### config.mk
export PLATFORM = sky130hd
export DESIGN_NAME = ias_sequencer
export DESIGN_NICKNAME = d
export VERILOG_FILES = /design/src/rtl/ias_pkg.sv /design/src/rtl/ias_sequencer.sv
export SDC_FILE = /design/constraint.sdc
export NUM_CORES = 1
export LEC_CHECK = 0
export ABC_AREA = 1
export BUFFER_PORTS_ARGS = -buffer_cell sky130_fd_sc_hd__buf_4
export CAP_MARGIN = 20
export CORE_MARGIN = 2
export CORE_UTILIZATION = 55
export DETAILED_ROUTE_END_ITERATION = 8
export HOLD_SLACK_MARGIN = 0.08
export PLACE_DENSITY = 0.88
export SETUP_SLACK_MARGIN = 0.2
export SLEW_MARGIN = 5
export SYNTH_ARGS = -nofsm -noshare
export SYNTH_HDL_FRONTEND = slang
export SYNTH_SLANG_ARGS = --single-unit
### constraint.sdc
create_clock -name ref_clk -period 2.7 [get_ports ref_clk]
set_input_delay 0.675 -clock ref_clk [delete_from_list [all_inputs] [get_ports ref_clk]]
set_output_delay 0.675 -clock ref_clk [all_outputs]
set_load 0.01 [all_outputs]
### src/rtl/ias_pkg.sv
package ias_pkg;

	// ==========================================
	// sizes
	localparam int IAS_LEVELS = 8;
	localparam int IAS_LVL_W  = 3;

	// ==========================================
	// register offsets
	localparam logic [7:0] IAS_OFF_CTRL  = 8'h00;
	localparam logic [7:0] IAS_OFF_MASK  = 8'h04;
	localparam logic [7:0] IAS_OFF_VBASE = 8'h08;
	localparam logic [7:0] IAS_OFF_RADDR = 8'h0C;
	localparam logic [7:0] IAS_OFF_PEND  = 8'h10;
	localparam logic [7:0] IAS_OFF_INSV  = 8'h14;
	localparam logic [7:0] IAS_OFF_EOI   = 8'h18;

	// ==========================================
	// control field positions
	localparam int IAS_CTRL_VEC  = 0;
	localparam int IAS_CTRL_AUTO_END_OF_SERVICE = 1;
	localparam int IAS_CTRL_CASM = 2;
	localparam int IAS_CTRL_INT8 = 3;
	localparam int IAS_CTRL_BUSY = 8;
	localparam int IAS_VBASE_LSB = 3;
	localparam int IAS_RADDR_LSB = 5;

	// ==========================================
	// reset values and codes
	localparam logic       IAS_VEC_RST   = 1'b0;
	localparam logic       IAS_AUTO_END_OF_SERVICE_RST  = 1'b0;
	localparam logic       IAS_CASM_RST  = 1'b0;
	localparam logic       IAS_INT8_RST  = 1'b0;
	localparam logic [7:0] IAS_MASK_RST  = 8'h00;
	localparam logic [4:0] IAS_VBASE_RST = 5'h00;
	localparam logic [10:0] IAS_RADDR_RST = 11'h000;
	localparam logic [7:0] IAS_CALL_OPC  = 8'hCD;
	localparam logic [2:0] IAS_SPUR_LVL  = 3'h7;

	// ==========================================
	// types
	typedef enum logic [1:0] {
		AS_IDLE,
		AS_BYTE1,
		AS_BYTE2,
		AS_BYTE3
	} ias_seq_t;

	typedef struct packed {
		logic [7:0]  req_s1;
		logic [7:0]  req_s2;
		logic [7:0]  req_p;
		logic        ack_s1;
		logic        ack_s2;
		logic        ack_p;
		logic [7:0]  pend;
		logic [7:0]  insv;
		logic [7:0]  mask;
		logic        vec_mode;
		logic        auto_end_of_service;
		logic        cas_master;
		logic        int8;
		logic [4:0]  vbase;
		logic [10:0] raddr;
		ias_seq_t    seq;
		logic [2:0]  level;
		logic        fmode;
		logic        fvalid;
		logic [7:0]  data;
		logic        data_oe;
		logic [2:0]  cas;
		logic        cas_oe;
		logic        int_o;
		logic        pready;
		logic [31:0] prdata;
		logic        pslverr;
	} ias_state_t;

endpackage

### src/rtl/ias_sequencer.sv
// The APB slave port and the address map were chosen for this implementation.
`timescale 1ns/1ps
// Contract
// - exactly one acknowledge mode at a time, three-pulse jump or one-byte index
// - after reset the three-pulse jump mode is selected
// - a rising request line sets its pending bit
// - interrupt output only for unmasked pending request of sufficient priority
// - jump mode first strobe sets in-service, clears pending, drives 0xCD
// - jump mode drives low address byte, then high address byte
// - routine addresses come from stored programmable values
// - jump mode auto end-of-service clears in-service at third strobe end
// - index mode keeps data bus released during first strobe
// - first strobe freezes the chosen level against later request changes
// - cascade master drives level code at end of first strobe
// - index mode sets in-service and clears pending after first strobe
// - index mode drives 8-bit index byte on second strobe
// - upper index bits come from a stored value
// - index mode auto end-of-service clears in-service at second strobe end
// - without auto end-of-service in-service holds until end-of-service command
// - low three index bits are the serviced request line number
// - 8-bit mask register, set bit blocks its line from interrupt
module ias_sequencer
	import ias_pkg::*;
#(
	parameter int ADDR_W = 8
) (
	// clock and reset
	input  wire logic              ref_clk,
	input  wire logic              rst,
	// apb slave
	input  wire logic              psel,
	input  wire logic              penable,
	input  wire logic              pwrite,
	input  wire logic [ADDR_W-1:0] paddr,
	input  wire logic [31:0]       pwdata,
	output logic      [31:0]       prdata,
	output logic                   pready,
	output logic                   pslverr,
	// interrupt pins
	input  wire logic [7:0]        request_lines,
	input  wire logic              ack_strobe_n,
	output logic                   int_out,
	// data bus toward host
	output logic      [7:0]        data_out,
	output logic                   data_oe,
	// cascade
	output logic      [2:0]        cascade_code_lines,
	output logic                   cascade_oe
);

	// ==========================================
	// helpers
	function automatic logic [2:0] ias_pick(input logic [7:0] v);
		logic [2:0] r;
		r = IAS_SPUR_LVL;
		for (int i = 7; i >= 0; i--) begin
			if (v[i]) begin
				r = 3'(i);
			end
		end
		return r;
	endfunction

	function automatic logic [7:0] ias_dec(input logic [2:0] l);
		logic [7:0] r;
		r = 8'h00;
		r[l] = 1'b1;
		return r;
	endfunction

	// ==========================================
	// state
	ias_state_t s_q;
	ias_state_t s_d;

	logic [7:0]        rq_rise;
	logic              ack_fall;
	logic              ack_rise;
	logic [7:0]        cand;
	logic [2:0]        lvl;
	logic              last;
	logic [7:0]        pend_set;
	logic [7:0]        pend_clr;
	logic [7:0]        isr_set;
	logic [7:0]        isr_clr;
	logic [7:0]        lo_byte;
	logic [7:0]        idx_byte;
	logic              access;
	logic              wr;
	logic [7:0]        off;

	// ==========================================
	// next state
	always_comb begin
		s_d = s_q;
		s_d.req_s1 = request_lines;
		s_d.req_s2 = s_q.req_s1;
		s_d.req_p  = s_q.req_s2;
		s_d.ack_s1 = ack_strobe_n;
		s_d.ack_s2 = s_q.ack_s1;
		s_d.ack_p  = s_q.ack_s2;
		rq_rise  = s_q.req_s2 & ~s_q.req_p;
		ack_fall = s_q.ack_p & ~s_q.ack_s2;
		ack_rise = ~s_q.ack_p & s_q.ack_s2;
		pend_set = rq_rise;
		pend_clr = 8'h00;
		isr_set  = 8'h00;
		isr_clr  = 8'h00;
		cand = s_q.pend & ~s_q.mask;
		lvl  = ias_pick(cand);
		last = s_q.fmode ? (s_q.seq == AS_BYTE2) : (s_q.seq == AS_BYTE3);
		if (s_q.int8) begin
			lo_byte = {s_q.raddr[2:1], s_q.level, 3'b000};
		end else begin
			lo_byte = {s_q.raddr[2:0], s_q.level, 2'b00};
		end
		idx_byte = {s_q.vbase, s_q.level};

		// ==========================================
		// strobe leading edge
		if (ack_fall) begin
			case (s_q.seq)
				AS_IDLE: begin
					s_d.seq = AS_BYTE1;
					s_d.level  = lvl;
					s_d.fvalid = (cand != 8'h00);
					s_d.fmode = s_q.vec_mode;
					if (!s_q.vec_mode) begin
						s_d.data    = IAS_CALL_OPC;
						s_d.data_oe = 1'b1;
						if (cand != 8'h00) begin
							isr_set  = ias_dec(lvl);
							pend_clr = ias_dec(lvl);
						end
					end
					else begin
						s_d.data_oe = 1'b0;
					end
				end
				AS_BYTE1: begin
					s_d.seq     = AS_BYTE2;
					s_d.data_oe = 1'b1;
					if (s_q.fmode) begin
						s_d.data = idx_byte;
					end else begin
						s_d.data = lo_byte;
					end
				end
				AS_BYTE2: begin
					if (!s_q.fmode) begin
						s_d.seq     = AS_BYTE3;
						s_d.data    = s_q.raddr[10:3];
						s_d.data_oe = 1'b1;
					end
				end
				default: begin
					s_d.seq = s_q.seq;
				end
			endcase
		end

		// ==========================================
		// strobe trailing edge
		if (ack_rise) begin
			s_d.data_oe = 1'b0;
			if (s_q.seq == AS_BYTE1) begin
				if (s_q.fmode && s_q.fvalid) begin
					isr_set  = ias_dec(s_q.level);
					pend_clr = ias_dec(s_q.level);
				end
				if (s_q.cas_master) begin
					s_d.cas    = s_q.level;
					s_d.cas_oe = 1'b1;
				end
			end
			if (last) begin
				s_d.seq    = AS_IDLE;
				s_d.cas_oe = 1'b0;
				if (s_q.auto_end_of_service && s_q.fvalid) begin
					isr_clr = ias_dec(s_q.level);
				end
			end
		end

		// ==========================================
		// apb slave
		access    = psel & penable;
		wr        = access & pwrite & s_q.pready;
		off       = 8'(paddr);
		s_d.pready = access & ~s_q.pready;
		s_d.prdata  = 32'h0000_0000;
		s_d.pslverr = 1'b0;
		if (access && !s_q.pready) begin
			case (off)
				IAS_OFF_CTRL: begin
					s_d.prdata[IAS_CTRL_VEC]  = s_q.vec_mode;
					s_d.prdata[IAS_CTRL_AUTO_END_OF_SERVICE] = s_q.auto_end_of_service;
					s_d.prdata[IAS_CTRL_CASM] = s_q.cas_master;
					s_d.prdata[IAS_CTRL_INT8] = s_q.int8;
					s_d.prdata[IAS_CTRL_BUSY] = (s_q.seq != AS_IDLE);
				end
				IAS_OFF_MASK: begin
					s_d.prdata[7:0] = s_q.mask;
				end
				IAS_OFF_VBASE: begin
					s_d.prdata[7:IAS_VBASE_LSB] = s_q.vbase;
				end
				IAS_OFF_RADDR: begin
					s_d.prdata[15:IAS_RADDR_LSB] = s_q.raddr;
				end
				IAS_OFF_PEND: begin
					s_d.prdata[7:0] = s_q.pend;
				end
				IAS_OFF_INSV: begin
					s_d.prdata[7:0] = s_q.insv;
				end
				IAS_OFF_EOI: begin
					s_d.prdata = 32'h0000_0000;
				end
				default: begin
					s_d.pslverr = 1'b1;
				end
			endcase
		end
		if (wr) begin
			case (off)
				IAS_OFF_CTRL: begin
					s_d.vec_mode   = pwdata[IAS_CTRL_VEC];
					s_d.auto_end_of_service       = pwdata[IAS_CTRL_AUTO_END_OF_SERVICE];
					s_d.cas_master = pwdata[IAS_CTRL_CASM];
					s_d.int8       = pwdata[IAS_CTRL_INT8];
				end
				IAS_OFF_MASK: begin
					s_d.mask = pwdata[7:0];
				end
				IAS_OFF_VBASE: begin
					s_d.vbase = pwdata[7:IAS_VBASE_LSB];
				end
				IAS_OFF_RADDR: begin
					s_d.raddr = pwdata[15:IAS_RADDR_LSB];
				end
				IAS_OFF_EOI: begin
					isr_clr = isr_clr | pwdata[7:0];
				end
				default: begin
					s_d.mask = s_q.mask;
				end
			endcase
		end

		// ==========================================
		// pending and in-service, set wins
		s_d.pend = (s_q.pend & ~pend_clr) | pend_set;
		s_d.insv = (s_q.insv & ~isr_clr) | isr_set;

		s_d.int_o = (s_q.seq == AS_IDLE) && (cand != 8'h00) &&
			((s_q.insv == 8'h00) || (lvl < ias_pick(s_q.insv)));
	end

	// ==========================================
	// registers
	always_ff @(posedge ref_clk) begin
		if (rst) begin
			s_q            <= '0;
			s_q.req_s1     <= 8'h00;
			s_q.ack_s1     <= 1'b1;
			s_q.ack_s2     <= 1'b1;
			s_q.ack_p      <= 1'b1;
			s_q.mask       <= IAS_MASK_RST;
			s_q.vec_mode   <= IAS_VEC_RST;
			s_q.auto_end_of_service       <= IAS_AUTO_END_OF_SERVICE_RST;
			s_q.cas_master <= IAS_CASM_RST;
			s_q.int8       <= IAS_INT8_RST;
			s_q.vbase      <= IAS_VBASE_RST;
			s_q.raddr      <= IAS_RADDR_RST;
			s_q.seq        <= AS_IDLE;
		end else begin
			s_q <= s_d;
		end
	end

	// ==========================================
	// outputs
	assign prdata             = s_q.prdata;
	assign pready             = s_q.pready;
	assign pslverr            = s_q.pslverr;
	assign int_out            = s_q.int_o;
	assign data_out           = s_q.data;
	assign data_oe            = s_q.data_oe;
	assign cascade_code_lines = s_q.cas;
	assign cascade_oe         = s_q.cas_oe;

endmodule

# Word level (Yosys, flattened, before mapping)
# Index checks and enable logic that the tools add are counted.
op_classes:
  magnitude_cmp: 5
  reduce_logical: 30
  muxes: 52
  eq_ne: 11
  bitwise: 22
ops:
  columns: ["operator", "n"]
  rows:
  - ["$mux W8", 14]
  - ["$mux W3", 12]
  - ["$and A8 B8 Y8", 4]
  - ["$not A8 Y8", 4]
  - ["$pmux W9 S3", 1]
  - ["$eq A8 B5 Y1 const B", 3]
  - ["$or A8 B8 Y8", 3]
  - ["$eq A8 B4 Y1 const B", 2]
  - ["$logic_not A8 Y1", 2]
  - ["$mux W16", 1]
  - ["$pmux W3 S5", 1]
  - ["$pmux W3 S4", 1]
  - ["$mux W1", 10]
  - ["$reduce_and A2 Y1", 5]
  - ["$mux W9", 1]
  - ["$reduce_and A3 Y1", 3]
  - ["$eq A8 B3 Y1 const B", 1]
  - ["$lt A3 B4 Y1 const B", 2]
  - ["$reduce_bool A8 Y1", 1]
  - ["$logic_and A1 B1 Y1", 7]
  - ["$reduce_or A7 Y1", 1]
  - ["$and A1 B1 Y1", 6]
  - ["$demux W1 S3", 2]
  - ["$ge A3 B1 Y1 const B", 2]
  - ["other kinds (20)", 31]
totals:
  register_bits: 126
  input_bits: 54
  out_inout_bits: 48
  wordCells: 149

# Longest topological paths before layout
depth:
  word_depth: 23
  ltp_mapped: 13
  depth_no_buf: 13

# Worst setup path after synthesis
# Ideal clock, no wire load.
synth_timing:
  path_type: "input port to flip-flop"
  from: "input paddr[1]"
  to: "register s_q[80] (netlist name)"
  arrival_ps: 1545
  setup_time_ps: 117
  t_required_ps: 2583
  path_buffers: 1
  setup_slack_ps: 1038
  path_stages: 9
  path_cell_list: "nor2_4 > nand2_2 > nor2_4 > nand2_4 > nor2_2 > inv_2 > buf_6 > o21ai_1 > a21oi_1"
synth_between:
  elab_chain_cells: 2
synth_rtl:
  columns: ["element", "line_no", "source"]
  rows:
  - ["start: declaration", "ias_sequencer.sv:34", "input wire logic [ADDR_W-1:0] paddr,"]
  - ["$eq A8 B3 Y1", "ias_sequencer.sv:226", "case (off)"]
  - ["$reduce_and A2 Y1 (no line)", null, null]
  - ["end: declaration", "ias_sequencer.sv:73", "ias_state_t s_q;"]
# Every way passes these cells.
# A chain may end at the register's enable or synchronous reset.

# Worst setup path in the final report
layout_timing:
  from: "register s_q[53] (netlist name)"
  to: "register s_q[98] (netlist name)"
layout_between:
  elab_chain_cells: 9
  elab_cells_between_ends: 10
  cone_classes: "eq/ne (1); mux (5); bitwise (3); reduce/logical (1)"
layout_rtl:
  columns: ["element", "line_no", "source"]
  rows:
  - ["$logic_not A2 Y1", "ias_sequencer.sv:122", "case (s_q.seq)"]
  - ["$mux W8", "ias_sequencer.sv:122", null]
  - ["$mux W8", "ias_sequencer.sv:121", "if (ack_fall) begin"]
  - ["$mux W8", "ias_sequencer.sv:167", "if (s_q.fmode && s_q.fvalid) begin"]
  - ["$mux W8", "ias_sequencer.sv:166", "if (s_q.seq == AS_BYTE1) begin"]
  - ["$mux W8 (*)", "ias_sequencer.sv:164", "if (ack_rise) begin"]
  - ["$not A8 Y8 (*)", "ias_sequencer.sv:253", "s_d.pend = (s_q.pend & ~pend_clr) | pend_set;"]
  - ["$and A8 B8 Y8 (*)", "ias_sequencer.sv:253", null]
  - ["$or A8 B8 Y8 (*)", "ias_sequencer.sv:253", null]
# Mark *: on every way between the ends. The rest lies on a longest branch, timed or not.

==> results.py <==
metrics = {
    "die": {
        "rows": 35,
        "start_util_pct": 55.8,
        "die_w_um": 100,
        "fp.dieArea_um2": 10000,
        "core_area_um2": 9110,
        "die_h_um": 100,
        "ioPinCount": 102,
    },
    "placement": {
        "hpwl_um": 9580,
        "dp.cells": 826,
        "io_buffers": 69,
        "routabilityCongestion": 0.918,
        "dpl_worst_slack_ps": 398,
    },
    "clocking": {
        "holdBufCountCts": 0,
        "cts_setup_buffers": 0,
        "cts-htree-levels": 3,
        "cts_buffers": 9,
        "cts_sinks": 110,
        "clock_latency_ps": 370,
        "ctsResizeCount": 0,
        "cts_tree": "done",
        "clkTransAtPathRegs_ps": 110,
        "cts-root-buf": "clkbuf_8",
        "clockBufferDepth": 2,
    },
    "timing": {
        "final-hold-violation-count": 0,
        "finClkSkew_ps": 9.58,
        "setup_tns_ps": 0,
        "fin_ws_ps": 770,
        "max_clock_freq_mhz": 518,
        "setup_viol": 0,
        "layout_worst_path_cycle_share_pct": 71.5,
        "final-max-slew-violation-count": 0,
        "fin_crit_ps": 1930,
        "grt_setup_unrepaired": "no",
    },
    "synth": {
        "yosysWarnings": 0,
        "yosys.cell_types.count": 40,
        "syn_area_um2": 5080,
        "syn_avg_cell_area_um2": 7.39,
        "syn_inst": 688,
        "synth_seq_cells": 110,
        "ys_seq_area_share_pct": 43.3,
    },
    "drt": {
        "drt_wl_total_um": 12600,
        "ant_nets": 0,
        "drtIter0Drc": 243,
        "drc_errors": 0,
        "first_pass_iters": 5,
        "vias": 4433,
        "drt-vias-per-instance": 5.26,
        "wl_per_cell_um": 15.0,
    },
    "power": {
        "clkPwrFrac_pct": 32.2,
        "seqPwrFrac_pct": 57.7,
        "switching_power_mw": 0.808,
        "p_int_mw": 2.12,
        "switching_share_pct": 27.6,
        "ir_drop_uv": 244,
        "p_leak_nw": 2.40,
        "p_comb_share_pct": 10.1,
        "p_per_area_nw_per_um2": 523,
    },
    "layout": {
        "final_common_cell": "dfxtp_1",
        "finalNetCount": 785,
        "fin_cells": 842,
        "multi_input_area_um2": 2130,
        "area_delta_synth_final_pct": 10.1,
        "final_util_pct": 61.4,
        "fill_cells": 851,
        "final_cell_mix": "110 x dfxtp_1, 107 x nand2_1, 95 x inv_1",
        "antenna_cells": 0,
        "register_area_um2": 2200,
        "drive_gt1_share_pct": 18.1,
    },
    "global_route": {
        "grtUsageTotal_pct": 25.8,
        "grt_start_max_net_pins": 37,
        "grt_pass1_vias": 4117,
        "grt_pass1_wl_um": 20200,
        "antenna_found_initial": 0,
        "grt-ovfl-total": 0,
    },
    "critical_path": {
        "worst-path-max-fanout": 7,
        "critPathRequiredTime_ps": 2960,
        "arrival_ps": 2190,
        "cp-start-kind": "flip-flop",
        "crit_type": "flip-flop to flip-flop",
        "critPathCaptureType": "flip-flop",
    },
    "min_path": {
        "hold_path.class": "flip-flop to flip-flop",
    },
    "job": {
        "maxCapViolations": 0,
    },
    "status": {
        "outcome": "completed",
    },
}
[area by class of cell]
type	instances	share of cell area, %
inverters	106	7.11
clock inverters	6	0.984
repair buffers	72	9.66
flip-flops and latches	110	39.4
multi-input cells	427	38.1
well taps	111	2.48
clock buffers	10	2.28
[power by group through the flow]
| stage | combinational [mW] | clock [mW] | sequential, mW |
|---|---|---|---|
| after floorplan | 0.204 | 0 | 1.71 |
| after global placement | 0.288 | 0 | 1.72 |
| after detailed placement | 0.294 | 0 | 1.73 |
| after CTS | 0.295 | 0.953 | 1.69 |
| after global routing | 0.332 | 1.01 | 1.69 |
| final | 0.296 | 0.942 | 1.69 |
[stage by stage]
| stage | instance area [µm²] | hold slack, ps | power [mW] |
|---|---|---|---|
| final | 5600 | 408 | 2.93 |
| after global routing | 5600 | 432 | 3.03 |
| after CTS | 5600 | 412 | 2.94 |
| after detailed placement | 5410 | 396 | 2.02 |
| after global placement | 5410 | 391 | 2.01 |
| after floorplan | 5140 | 388 | 1.92 |
[critical path: stages, from the launching register on]
cell,delay [ps]
dfxtp_1,350
inv_1,130
ha_1,410
nand2_2,160
nor2_2,130
inv_2,80
a21oi_4,150
nand3_1,150
nand3_1,180
o21ai_1,80
[cells by family (layout without fill, tap and decap cells)]
group	Yosys count	in the layout	synth area share [%]
other cells	1	16	0.0738
compound gates	148	148	15.6
fa+ha+maj	5	5	1.23
simple gates	258	258	23.9
flops	110	110	43.3
buf+inv	166	194	15.8
[worst paths after layout]
check	slack, ps	cells after the start	end	startpoint
max	770	9	s_q[98]	s_q[53]
max reg2reg	770	9	s_q[98]	s_q[53]
min	410	2	s_d[107]	s_d[115]
min reg2reg	410	2	s_d[107]	s_d[115]
[cell usage after synthesis]
cell type  instances  area, µm²
inv_1             95        357
o211ai_1           1       7.51
or2_2              4       25.0
o31ai_1            1       7.51
ha_1               5       62.6
a21oi_1           60        300
nand3_1           34        170
o21bai_1           1       7.51
or2_1              1       6.26
dfxtp_1          110       2200
nor2_2             8       50.1
nand3_2            1       10.0
nand2_2            6       37.5
nor2_4             7       78.8
nand4_1            5       31.3
nor4_1             1       6.26
conb_1             1       3.75
nor3_4             1       16.3
nor2_1            65        244
nand2_4            1       11.3
buf_6              1       11.3
nand2_1          107        402
nor3_1            11       55.1
nor3_2             2       20.0
a22oi_1            3       22.5
or4_1              1       7.51
nand4_2            2       25.0
o32ai_1            1       8.76
o21ai_1           13       65.1
a21oi_4            1       16.3
a211oi_1           3       22.5
inv_2             11       41.3
o21ai_0           52        260
buf_2              5       25.0
clkbuf_1          10       37.5
o22ai_1            9       56.3
buf_4             44        330
a31oi_1            2       12.5
o21a_1             1       7.51
nor2_8             1       20.0
[per-layer routing]
layer	share of wire [%]	GRT usage (%)	up-vias
met4	1.4	7.48	0
met2	48	43.9	160
met1	44	33.9	2036
met5	0	0	-
li1	-	-	2223
met3	5.9	4.53	14
[state kept, by name, indices dropped and copies added, names as in the netlist]
signal and count:
data_oe 1, prdata 16, pready 1, idx_byte 8, cascade_oe 1, s_d 18
cascade_code_lines 3, pslverr 1, data_out 8, int_out 1, s_q 52
No activity file was read; power rests on OpenSTA's default activity.
